## config.mk

```make
export PLATFORM = sky130hd
export DESIGN_NAME = scd_decode
export DESIGN_NICKNAME = d
export VERILOG_FILES = /design/src/scd_pkg.sv /design/src/scd_decode.sv /design/src/scd_pass_gen.sv
export VERILOG_INCLUDE_DIRS = /design/src /design/src/src
export SDC_FILE = /design/constraint.sdc
export NUM_CORES = 1
export LEC_CHECK = 0
export BUFFER_PORTS_ARGS = -buffer_cell sky130_fd_sc_hd__clkbuf_2
export CORE_ASPECT_RATIO = 1.25
export CORE_MARGIN = 4
export CORE_UTILIZATION = 56
export DETAILED_ROUTE_END_ITERATION = 16
export GPL_TIMING_DRIVEN = 1
export MAX_ROUTING_LAYER = met4
export PLACE_DENSITY = 0.82
export SETUP_SLACK_MARGIN = 0.1
export SLEW_MARGIN = 20
export SYNTH_ARGS = -nofsm -noshare
export SYNTH_HDL_FRONTEND = slang
export SYNTH_SLANG_ARGS = --single-unit
```

## constraint.sdc

```tcl
create_clock -name mclk_i -period 2.35 [get_ports mclk_i]
set_clock_uncertainty 0.2 [all_clocks]
set_input_delay 0.1175 -clock mclk_i [delete_from_list [all_inputs] [get_ports mclk_i]]
set_output_delay 0.1175 -clock mclk_i [all_outputs]
set_load 0.01 [all_outputs]
```

## src/scd_defines.svh

```systemverilog
// Offsets, field positions, reset values and codes of the sanitize decoder.
// Assumes byte addresses on an 8-bit register port with 32-bit data.
`ifndef SCD_DEFINES_SVH
`define SCD_DEFINES_SVH

// Register byte offsets
`define SCD_OFF_CMD_WORD0 8'h00
`define SCD_OFF_CMD_WORD1 8'h04
`define SCD_OFF_CTRL 8'h08
`define SCD_OFF_STATUS 8'h0c
`define SCD_OFF_CAPS 8'h10
`define SCD_OFF_PASSES 8'h14

// First command word fields
`define SCD_ACT_MSB 2
`define SCD_ACT_LSB 0
`define SCD_UNRESTRICTED_BIT 3
`define SCD_PASS_MSB 7
`define SCD_PASS_LSB 4
`define SCD_INVERT_BIT 8

// Control register bits
`define SCD_CTRL_SUBMIT 0
`define SCD_CTRL_CLEAR 1
`define SCD_CTRL_CANCEL 2

// Status register fields
`define SCD_STS_ACCEPTED 0
`define SCD_STS_ABORTED 1
`define SCD_STS_BUSY 2
`define SCD_STS_CODE_MSB 15
`define SCD_STS_CODE_LSB 8
`define SCD_STS_ACT_MSB 18
`define SCD_STS_ACT_LSB 16

// Reset values and codes
`define SCD_CAPS_RESET 32'h0000001e
`define SCD_PASS_ZERO_MEANS 5'h10
`define SCD_CODE_SUCCESS 8'h00
`define SCD_CODE_INVALID_FIELD 8'h02

`endif

```

## src/scd_pkg.sv

```systemverilog
// Types shared by the sanitize decoder files.
// Assumes the constants header is included where numbers are needed.
package scd_pkg;

	typedef enum logic [2:0] {
		SCD_ACT_RSVD0 = 3'h0,
		SCD_ACT_EXIT_FAIL = 3'h1,
		SCD_ACT_BLOCK_ERASE = 3'h2,
		SCD_ACT_OVERWRITE = 3'h3,
		SCD_ACT_CRYPTO_ERASE = 3'h4
	} scd_action_e;

	typedef enum logic [1:0] {
		SCD_ST_IDLE = 2'h1,
		SCD_ST_RUN = 2'h2
	} scd_state_e;

	typedef logic [4:0] scd_pass_t;

endpackage : scd_pkg

```

## src/scd_decode.sv

```systemverilog
// Sanitize command parameter decoder with register port and pass sequencer.
// Assumes one master on the register port and a sanitize engine downstream.
`timescale 1ns/100ps
`include "scd_defines.svh"

module scd_decode (
	// Clock and reset
	input wire logic mclk_i,
	input wire logic reset_i,
	// Register port
	input wire logic [7:0] addr_i,
	input wire logic [31:0] wdata_i,
	input wire logic wr_i,
	input wire logic rd_i,
	output logic [31:0] rdata_o,
	// Decoded command to the engine
	output logic start_o,
	output scd_pkg::scd_action_e action_o,
	output logic unrestricted_o,
	output logic invert_o,
	output scd_pkg::scd_pass_t pass_total_o,
	output logic [31:0] pattern_o,
	// Command result
	output logic abort_o,
	output logic [7:0] status_code_o,
	// Overwrite passes
	input wire logic pass_req_i,
	output logic [31:0] pass_pattern_o,
	output scd_pkg::scd_pass_t pass_index_o,
	output logic pass_valid_o,
	output logic pass_last_o,
	output logic busy_o
);

	// Action legal and enabled in the capability mask
	function automatic logic scd_action_ok(input logic [2:0] act, input logic [31:0] caps);
		logic ok;
		ok = 1'b0;
		unique case (act)
			scd_pkg::SCD_ACT_EXIT_FAIL,
			scd_pkg::SCD_ACT_BLOCK_ERASE,
			scd_pkg::SCD_ACT_OVERWRITE,
			scd_pkg::SCD_ACT_CRYPTO_ERASE: begin
				ok = caps[act];
			end
			default: begin
				ok = 1'b0;
			end
		endcase
		return ok;
	endfunction : scd_action_ok

	logic [31:0] word0_reg;
	logic [31:0] word1_reg;
	logic [31:0] caps_reg;
	logic accepted_reg;
	logic aborted_reg;
	logic [7:0] code_reg;
	logic [2:0] last_act_reg;
	scd_pkg::scd_state_e state_reg;
	scd_pkg::scd_state_e state_next;

	logic wr_word0;
	logic wr_word1;
	logic wr_ctrl;
	logic wr_caps;
	logic submit;
	logic clear;
	logic cancel;
	logic go_ok;
	logic go_bad;
	logic [2:0] act;
	logic is_over;
	logic is_exit;
	logic [3:0] pass_field;
	scd_pkg::scd_pass_t pass_count;
	logic gen_valid;
	logic gen_last;
	logic gen_left;
	logic [31:0] gen_pat;
	scd_pkg::scd_pass_t gen_idx;
	logic load;
	logic [31:0] rd_mux;

	assign wr_word0 = wr_i && (addr_i == `SCD_OFF_CMD_WORD0);
	assign wr_word1 = wr_i && (addr_i == `SCD_OFF_CMD_WORD1);
	assign wr_ctrl = wr_i && (addr_i == `SCD_OFF_CTRL);
	assign wr_caps = wr_i && (addr_i == `SCD_OFF_CAPS);
	assign submit = wr_ctrl && wdata_i[`SCD_CTRL_SUBMIT];
	assign clear = wr_ctrl && wdata_i[`SCD_CTRL_CLEAR];
	assign cancel = wr_ctrl && wdata_i[`SCD_CTRL_CANCEL];

	assign act = word0_reg[`SCD_ACT_MSB:`SCD_ACT_LSB];
	assign is_over = act == scd_pkg::SCD_ACT_OVERWRITE;
	assign is_exit = act == scd_pkg::SCD_ACT_EXIT_FAIL;
	assign pass_field = word0_reg[`SCD_PASS_MSB:`SCD_PASS_LSB];

	assign pass_count = (pass_field == 4'h0) ? `SCD_PASS_ZERO_MEANS : {1'b0, pass_field};

	// A submit during a running overwrite is dropped, not queued
	// unsupported action aborted
	assign go_ok = submit && (state_reg == scd_pkg::SCD_ST_IDLE) && scd_action_ok(act, caps_reg);
	assign go_bad = submit && (state_reg == scd_pkg::SCD_ST_IDLE) && !scd_action_ok(act, caps_reg);
	assign load = go_ok && is_over;

	always_ff @(posedge mclk_i) begin
		if (reset_i) begin
			word0_reg <= 32'h0;
		end else if (wr_word0) begin
			word0_reg <= wdata_i;
		end
	end

	always_ff @(posedge mclk_i) begin
		if (reset_i) begin
			word1_reg <= 32'h0;
		end else if (wr_word1) begin
			word1_reg <= wdata_i;
		end
	end

	always_ff @(posedge mclk_i) begin
		if (reset_i) begin
			caps_reg <= `SCD_CAPS_RESET;
		end else if (wr_caps) begin
			caps_reg <= wdata_i & `SCD_CAPS_RESET;
		end
	end

	// Result flags: a new result beats a clear in the same write
	always_ff @(posedge mclk_i) begin
		if (reset_i) begin
			accepted_reg <= 1'b0;
			aborted_reg <= 1'b0;
			code_reg <= `SCD_CODE_SUCCESS;
			last_act_reg <= 3'h0;
		end else if (go_ok || go_bad) begin
			accepted_reg <= go_ok;
			aborted_reg <= go_bad;
			code_reg <= go_ok ? `SCD_CODE_SUCCESS : `SCD_CODE_INVALID_FIELD;
			last_act_reg <= act;
		end else if (clear) begin
			accepted_reg <= 1'b0;
			aborted_reg <= 1'b0;
			code_reg <= `SCD_CODE_SUCCESS;
		end
	end

	always_ff @(posedge mclk_i) begin
		if (reset_i) begin
			start_o <= 1'b0;
			action_o <= scd_pkg::SCD_ACT_RSVD0;
			unrestricted_o <= 1'b0;
			invert_o <= 1'b0;
			pass_total_o <= 5'h0;
			pattern_o <= 32'h0;
		end else begin
			start_o <= go_ok;
			if (go_ok) begin
				action_o <= scd_pkg::scd_action_e'(act);
				unrestricted_o <= word0_reg[`SCD_UNRESTRICTED_BIT] && !is_exit;
				invert_o <= word0_reg[`SCD_INVERT_BIT] && is_over;
				pass_total_o <= is_over ? pass_count : 5'h0;
				pattern_o <= is_over ? word1_reg : 32'h0;
			end
		end
	end

	always_ff @(posedge mclk_i) begin
		if (reset_i) begin
			abort_o <= 1'b0;
			status_code_o <= `SCD_CODE_SUCCESS;
		end else begin
			abort_o <= go_bad;
			if (go_ok || go_bad) begin
				status_code_o <= go_ok ? `SCD_CODE_SUCCESS : `SCD_CODE_INVALID_FIELD;
			end
		end
	end

	always_comb begin
		state_next = state_reg;
		unique case (state_reg)
			scd_pkg::SCD_ST_IDLE: begin
				if (load) begin
					state_next = scd_pkg::SCD_ST_RUN;
				end
			end
			scd_pkg::SCD_ST_RUN: begin
				if (cancel || (gen_valid && gen_last)) begin
					state_next = scd_pkg::SCD_ST_IDLE;
				end
			end
			default: begin
				state_next = scd_pkg::SCD_ST_IDLE;
			end
		endcase
	end

	always_ff @(posedge mclk_i) begin
		if (reset_i) begin
			state_reg <= scd_pkg::SCD_ST_IDLE;
		end else begin
			state_reg <= state_next;
		end
	end

	scd_pass_gen u_pass_gen (
		.mclk_i(mclk_i),
		.reset_i(reset_i),
		.load_i(load),
		.pattern_i(word1_reg),
		.invert_i(word0_reg[`SCD_INVERT_BIT]),
		.total_i(pass_count),
		.req_i(pass_req_i && (state_reg == scd_pkg::SCD_ST_RUN) && !cancel),
		.pat_o(gen_pat),
		.idx_o(gen_idx),
		.valid_o(gen_valid),
		.last_o(gen_last),
		.left_o(gen_left)
	);

	// Registered again so every output leaves from this module's flops
	always_ff @(posedge mclk_i) begin
		if (reset_i) begin
			pass_pattern_o <= 32'h0;
			pass_index_o <= 5'h0;
			pass_valid_o <= 1'b0;
			pass_last_o <= 1'b0;
		end else begin
			pass_valid_o <= gen_valid;
			if (gen_valid) begin
				pass_pattern_o <= gen_pat;
				pass_index_o <= gen_idx;
				pass_last_o <= gen_last;
			end
		end
	end

	always_ff @(posedge mclk_i) begin
		if (reset_i) begin
			busy_o <= 1'b0;
		end else begin
			busy_o <= state_next == scd_pkg::SCD_ST_RUN;
		end
	end

	always_comb begin
		rd_mux = 32'h0;
		unique case (addr_i)
			`SCD_OFF_CMD_WORD0: begin
				rd_mux = word0_reg;
			end
			`SCD_OFF_CMD_WORD1: begin
				rd_mux = word1_reg;
			end
			`SCD_OFF_STATUS: begin
				rd_mux[`SCD_STS_ACCEPTED] = accepted_reg;
				rd_mux[`SCD_STS_ABORTED] = aborted_reg;
				rd_mux[`SCD_STS_BUSY] = state_reg == scd_pkg::SCD_ST_RUN;
				rd_mux[`SCD_STS_CODE_MSB:`SCD_STS_CODE_LSB] = code_reg;
				rd_mux[`SCD_STS_ACT_MSB:`SCD_STS_ACT_LSB] = last_act_reg;
			end
			`SCD_OFF_CAPS: begin
				rd_mux = caps_reg;
			end
			`SCD_OFF_PASSES: begin
				rd_mux[4:0] = pass_count - {4'h0, gen_left};
			end
			default: begin
				rd_mux = 32'h0;
			end
		endcase
	end

	// Read data valid only in the cycle after the strobe
	always_ff @(posedge mclk_i) begin
		if (reset_i) begin
			rdata_o <= 32'h0;
		end else if (rd_i) begin
			rdata_o <= rd_mux;
		end else begin
			rdata_o <= 32'h0;
		end
	end

endmodule : scd_decode

```

## src/scd_pass_gen.sv

```systemverilog
// Per-pass overwrite pattern source for the sanitize decoder.
// Assumes the requester pulses req_i once per pass wanted.
`timescale 1ns/100ps
`include "scd_defines.svh"

module scd_pass_gen (
	// Clock and reset
	input wire logic mclk_i,
	input wire logic reset_i,
	// Load from the decoder
	input wire logic load_i,
	input wire logic [31:0] pattern_i,
	input wire logic invert_i,
	input wire scd_pkg::scd_pass_t total_i,
	// Pass requests
	input wire logic req_i,
	output logic [31:0] pat_o,
	output scd_pkg::scd_pass_t idx_o,
	output logic valid_o,
	output logic last_o,
	output logic left_o
);

	logic [31:0] cur_reg;
	logic inv_reg;
	scd_pkg::scd_pass_t total_reg;
	scd_pkg::scd_pass_t idx_reg;
	logic take;

	// Requests past the final pass are dropped
	assign take = req_i && (idx_reg != total_reg);

	always_ff @(posedge mclk_i) begin
		if (reset_i) begin
			cur_reg <= 32'h0;
			inv_reg <= 1'b0;
			total_reg <= 5'h0;
			idx_reg <= 5'h0;
		end else if (load_i) begin
			cur_reg <= pattern_i;
			inv_reg <= invert_i;
			total_reg <= total_i;
			idx_reg <= 5'h0;
		end else if (take) begin
			idx_reg <= idx_reg + 5'h1;
			if (inv_reg) begin
				cur_reg <= ~cur_reg;
			end
		end
	end

	always_ff @(posedge mclk_i) begin
		if (reset_i) begin
			pat_o <= 32'h0;
			idx_o <= 5'h0;
			valid_o <= 1'b0;
			last_o <= 1'b0;
		end else begin
			valid_o <= take && !load_i;
			if (take && !load_i) begin
				pat_o <= cur_reg;
				idx_o <= idx_reg;
				last_o <= (idx_reg + 5'h1) == total_reg;
			end
		end
	end

	always_ff @(posedge mclk_i) begin
		if (reset_i) begin
			left_o <= 1'b0;
		end else if (load_i) begin
			left_o <= total_i != 5'h0;
		end else if (take) begin
			left_o <= (idx_reg + 5'h1) != total_reg;
		end
	end

endmodule : scd_pass_gen

```

Word-level counts from Yosys, hierarchy flattened --
Cells that the tools add are included.
Word-level totals: register bits after elaboration 290, input bits 45, output and inout bits 124, logic and storage cells 110
Cells by class: add/sub/neg operators 2, magnitude comparators 1, equal/unequal tests 15, mux-type cells 25, bitwise logic cells 2, reductions and logical operators 34
Operators by type and width (number):
- 32-bit two-way mux | 4
- 11-bit one-hot mux with 3 select lines | 1
- 32-bit inverter | 1
- 13-bit one-hot mux with 2 select lines | 1
- 1-bit logical AND | 18
- 8-bit by 4-bit equality test with 1-bit output, second input constant | 2
- 8-bit by 5-bit equality test with 1-bit output, second input constant | 2
- 8-bit two-way mux | 2
- 3-bit one-hot mux with 5 select lines | 1
- 5-bit two-way mux | 2
- 5-bit != test | 2
- 8-bit by 3-bit equality test with 1-bit output, second input constant | 1
- 8-bit logical NOT | 1
- 2-bit one-hot mux with 4 select lines | 1
- 1-bit two-way mux | 7
- 3-bit by 2-bit equality test with 1-bit output, second input constant | 2
- 3-bit by 6-bit less-than comparator with 1-bit output, second input constant | 1
- 2-bit two-way mux | 3
- 3-bit one-hot mux with 2 select lines | 1
- 2-bit nonzero test | 3
- 5-bit by 1-bit adder with 5-bit output, second input constant | 1
- 5-bit equality test | 1
- 5-bit nonzero test | 1
- 5-bit by 1-bit subtractor with 5-bit output | 1
- other kinds (13) | 19

Logic depth before layout (Yosys ltp) --
depth in word-level cells 9, mapped depth 11, depth with buffers taken out 8

Modules after synthesis --
From an unflattened synthesis, not the netlist that was laid out.
Unflattened totals: cells, all modules 1189, area, all modules 11028.1 um^2
Modules (own cells, without submodules):
- scd_decode | times used 1, cells an instance 809, area an instance 7402.1 um^2, sequential area each 3843.7 um^2
- scd_pass_gen | times used 1, cells an instance 380, area an instance 3626.0 um^2, sequential area each 1661.6 um^2

Worst setup path before layout --
Ideal clock, no wire load.
kind flip-flop to flip-flop, from register word0_reg[0], to register state_reg[0], setup time 127 ps, arrival time 1726 ps, data required time 2023 ps, slack 297 ps, cell stages (with the launch flop) 9, path buffers 2, clock period less this slack 2053 ps, cells stage by stage dfxtp_1 > buf_2 > nand3b_1 > a21oi_1 > o2111ai_2 > buf_2 > a21oi_1 > nor2_1 > or3_1
Between the ends: word-level cells in the longest chain between the ends 7, elaborated cells on any way between the ends 12, those cells by class 4 x eq/ne; 5 x mux; 3 x reduce/logical
Ends and longest elaborated chain:
- start, declared | RTL line scd_decode.sv:53 | logic [31:0] word0_reg;
- start signal, assigned | RTL line scd_decode.sv:110 | word0_reg <= wdata_i;
- 1-bit binary-select mux with 3-bit select, or another cell as far along | RTL line scd_decode.sv:44 | ok = caps[act];
- 1-bit two-way mux (implied by the code) / 4-bit OR reduction (equally long branches) | RTL line scd_decode.sv:44, scd_decode.sv:39
- 1-bit two-way mux | RTL line scd_decode.sv:39 | unique case (act)
- 1-bit logical AND | RTL line scd_decode.sv:102 | assign go_ok = submit && (state_reg == scd_pkg::SCD_ST_IDLE) && scd_action_ok(act, caps_reg);
- 1-bit logical AND (*) | RTL line scd_decode.sv:104 | assign load = go_ok && is_over;
- 2-bit two-way mux (*) | RTL line scd_decode.sv:185 | if (load) begin
- 2-bit one-hot mux with 2 select lines (*) | RTL line scd_decode.sv:183 | unique case (state_reg)
- end signal, assigned | RTL line scd_decode.sv:202 | state_reg <= scd_pkg::SCD_ST_IDLE;
- end signal, assigned | RTL line scd_decode.sv:204 | state_reg <= state_next;
- end, declared | RTL line scd_decode.sv:60 | scd_pkg::scd_state_e state_reg;
Every way passes the cells marked *; elsewhere a longest branch is shown, timed or not. The select of a mux whose other input is x is not followed. A chain may end at the register's enable or synchronous reset.

Worst setup path in the final report --
from register state_reg[1], to register u_pass_gen.last_o
Between the ends: word-level cells in the longest chain between the ends 6, elaborated cells on any way between the ends 10, those cells by class 2 x eq/ne; 8 x reduce/logical
Ends and longest elaborated chain:
- 2-bit by 1-bit equality test with 1-bit output | RTL line scd_decode.sv:102
- 1-bit logical AND (2 in series) | RTL line scd_decode.sv:102
- 1-bit logical AND | RTL line scd_decode.sv:104
- 1-bit logical NOT | RTL line scd_pass_gen.sv:60 | if (take && !load_i) begin
- 1-bit logical AND (*) | RTL line scd_pass_gen.sv:60
- end signal, assigned | RTL line scd_pass_gen.sv:63 | last_o <= (idx_reg + 5'h1) == total_reg;
- end, declared | RTL line scd_pass_gen.sv:20 | output logic last_o,
Every way passes the cells marked *; elsewhere a longest branch is shown, timed or not.

==> impl_results.md <==
- Post-layout worst setup margin: 0.161 ns
- Post-Syn Area: 10100 um2
- Worst setup EP type: flop
- Worst EP required: 2.59 ns
- Synth warnings: 0
- Max Buffers Root-to-Sink: 3
- HP Class: input port to flop
- Setup Crit Path Kind: flop to flop
- Worst-path fanout max: 10
- Distinct cells, synth: 55
- Overall Power: 0.00912 W
- Number of port buffers: 161
- Status: finished, final reports clean
- WL per Instance: 17.8 um
- Arr. time, crit path: 2.43 ns
- # setup viols final: 0
- FP Rows: 54
- Grt ovf: 0
- Synth Area in Adders: 0.617%
- Max Freq: 457 MHz
- Total core area: 17600 um2
- Largest family of logic cells by synthesized area: simple AND/OR/NAND/NOR gates
- Reg2reg path depth: 9
- Final hold violations: 0
- Dpl ws: -0.0204 ns
- First-pass GRT wire length: 42800 um
- Nets: 1342
- Final GP Congestion: 0.909
- Clock latency on the worst-skew pair: 0.52 ns
- Max-Slew Margin vs Limit: 58.6%
- Die Span X: 128 um
- Via count: 8465
- #FFs+latches synth: 275
- Post-synthesis xor/xnor area fraction: 3.97%
- Simple-gate share of the synthesized area: 16.0%
- Unrepaired setup endpoints after global routing: yes
- Maxcap violations: 0
- Hold path cells: 5
- Starting Density: 57.5%
- Final period util: 93.1%
- CP startpoint kind: flop
- Max H-tree Level: 1
- Post-synth EDFFs: 0
- Drt pass-1 iters: 6
- GRT Overall Usage: 26.5%
- Power Density: 723 nW/um2
- Worst-margin pin slew: 0.620 ns
- Initial antenna violation count: 0
- Post-Syn Instances: 1103
- Root Buffer: clkbuf_16
- Post-synth ARST share: 0%
- First DRT Iteration DRCs: 776
- Sequential area share after synthesis: 54.3%
- Total CTS buffers: 25
- Hpwl dp: 17300 um
- Post-synthesis mux area share: 4.64%
- Chip height: 158 um
- CTS tree: yes
- IO Count: 169
- Final WL: 27300 um
- Share of cells above drive strength 1: 21.8%
- Pin count of the biggest net entering global routing: 81
- Number of global-route vias before repair: 8360
- Clock Sink Count: 275
- Via/cell ratio: 5.52
- Period minus WS final: 2.19 ns
- Avg Inst Size Synth: 9.20 um2
- Maximum VDD drop: 0.000523 V
- Die area: 20300 um2
- Clock transition at path regs: 0.06 ns
- Synth Area in Compound Gates: 15.5%
- Static Leak: 4.94 nW
- DRC viols: 0
- Final Max Tran Viols: 0
- ANT cells: 0
- ANT nets after route: 0
- Layout area overhead: 24.3%
- Top FF cell, synth: dfxtp_1
[cell usage after synthesis, types with 2 or more instances]
library cell | count | area [um2]
or3_1 | 3 | 18.8
mux2i_1 | 47 | 470
and3_1 | 5 | 31.3
clkbuf_1 | 44 | 165
a222oi_1 | 5 | 50.1
a211o_1 | 4 | 35.0
a22o_1 | 28 | 245
nand3b_1 | 2 | 15.0
buf_4 | 8 | 60.1
and2_1 | 2 | 12.5
a22oi_1 | 29 | 218
nand2b_1 | 4 | 25.0
xor2_1 | 37 | 324
ha_1 | 5 | 62.6
nand4_1 | 2 | 12.5
dfxtp_1 | 275 | 5510
xnor2_1 | 9 | 78.8
nor4_1 | 3 | 18.8
nand3_1 | 5 | 25.0
nand2_1 | 234 | 878
nor2b_1 | 4 | 25.0
buf_6 | 2 | 22.5
and2_0 | 2 | 12.5
buf_1 | 7 | 26.3
a21oi_1 | 120 | 601
buf_2 | 25 | 125
buf_8 | 4 | 60.1
a22o_2 | 13 | 130
o21ai_0 | 24 | 120
inv_1 | 10 | 37.5
a211oi_1 | 12 | 90.1
nor2_1 | 106 | 398
[kinds of logic (layout without fill, tap and decap cells)]
family                   Yosys count  in the layout
flip-flops                       275            275
AO/OA/AOI/OAI                    244            244
buffers and inverters            101            300
multiplexers                      47             47
AND/OR/NAND/NOR                  384            385
XOR/XNOR                          46             46
adder cells (fa/ha/maj)            5              5
other                              1              7
[worst paths after layout]
path | startpoint | to | slack, ns
worst max-delay path | state_reg[1]$_SDFF_PP0_ | u_pass_gen.last_o$_SDFFE_PP0P_ | 0.16
worst min-delay path | addr_i[4] | rdata_o[0]$_SDFF_PP0_ | 0.05
worst max register to register | state_reg[1]$_SDFF_PP0_ | u_pass_gen.last_o$_SDFFE_PP0P_ | 0.16
worst min register to register | word0_reg[22]$_SDFFE_PP0P_ | word0_reg[22]$_SDFFE_PP0P_ | 0.25
[per-layer routing]
metal / vias to the layer above / part of all wire (%) / wire (um) / track usage [%]
met4: 0 / 3.4 / 934 / 10.2
met5: - / 0 / 0 / -
met1: 3989 / 41 / 11200 / 33.4
met2: 315 / 50 / 13600 / 43.8
met3: 81 / 6.0 / 1630 / 3.15
li1: 4080 / - / - / -
[what timing repair did]
action	4_1_cts	5_1_grt
hold buffers	40	0
buffers inserted	0	8
gates cloned	1	2
setup endpoints to repair	68	112
pin swaps	0	11
endpoints found under the hold margin	116	0
resized for setup	4	14
[cell type report]
class	instances	area [um2]
multi-input cells	734	4250
inverters	10	37.5
flip-flops and latches	275	5510
clock buffers	31	678
clock inverters	13	169
fillers	1275	5020
repair buffers	246	1690
well taps	224	280
[per-stage QoR]
stage | setup TNS [ns] | utilization (%) | std cells | area, um2 | hold WS (ns)
floorplan | 0 | - | 1109 | 10200 | 0.0535
global placement | 0 | 63.3 | 1438 | 11200 | 0.155
detailed placement | -0.223 | 63.3 | 1438 | 11200 | 0.162
CTS | 0 | 70.6 | 1523 | 12500 | 0.0274
global route | 0 | 71.5 | 1533 | 12600 | 0.0473
finish | 0 | 71.5 | 1533 | 12600 | 0.0550
[critical path, stage by stage, from the launching register on]
cell and delay (ns):
dfxtp_1 0.38, ha_2 0.22, inv_1 0.07, a41oi_2 0.22
o211ai_1 0.16, buf_4 0.19, nand2b_4 0.18, buf_12 0.16
or2_0 0.22, a21oi_1 0.11
[cell usage in the layout, fill, tap and decap left out, types with 4 or more instances in the layout]
| master | n |
|---|---|
| a211o_1 | 4 |
| a211oi_1 | 10 |
| a21oi_1 | 119 |
| a222oi_1 | 5 |
| a22o_1 | 28 |
| a22o_2 | 13 |
| a22oi_1 | 29 |
| and2_1 | 4 |
| and3_1 | 5 |
| buf_12 | 7 |
| buf_4 | 33 |
| bufinv_16 | 4 |
| clkbuf_16 | 27 |
| clkbuf_2 | 160 |
| clkinv_2 | 8 |
| conb_1 | 7 |
| dfxtp_1 | 272 |
| dlygate4sd3_1 | 40 |
| ha_1 | 4 |
| inv_1 | 10 |
| mux2i_1 | 47 |
| nand2_1 | 234 |
| nand3_1 | 5 |
| nor2_1 | 104 |
| o21ai_0 | 24 |
| xnor2_1 | 8 |
| xor2_1 | 37 |
[report_power, final]
part	leakage, nW	switching, W	total [W]	internal [W]
clock network	0.425	0.00173	0.00421	0.00248
logic	2.30	0.000146	0.000247	0.000101
registers	2.21	0.00000358	0.00467	0.00466
total	4.94	0.00187	0.00912	0.00725
Power figures use the tool's default switching activity.
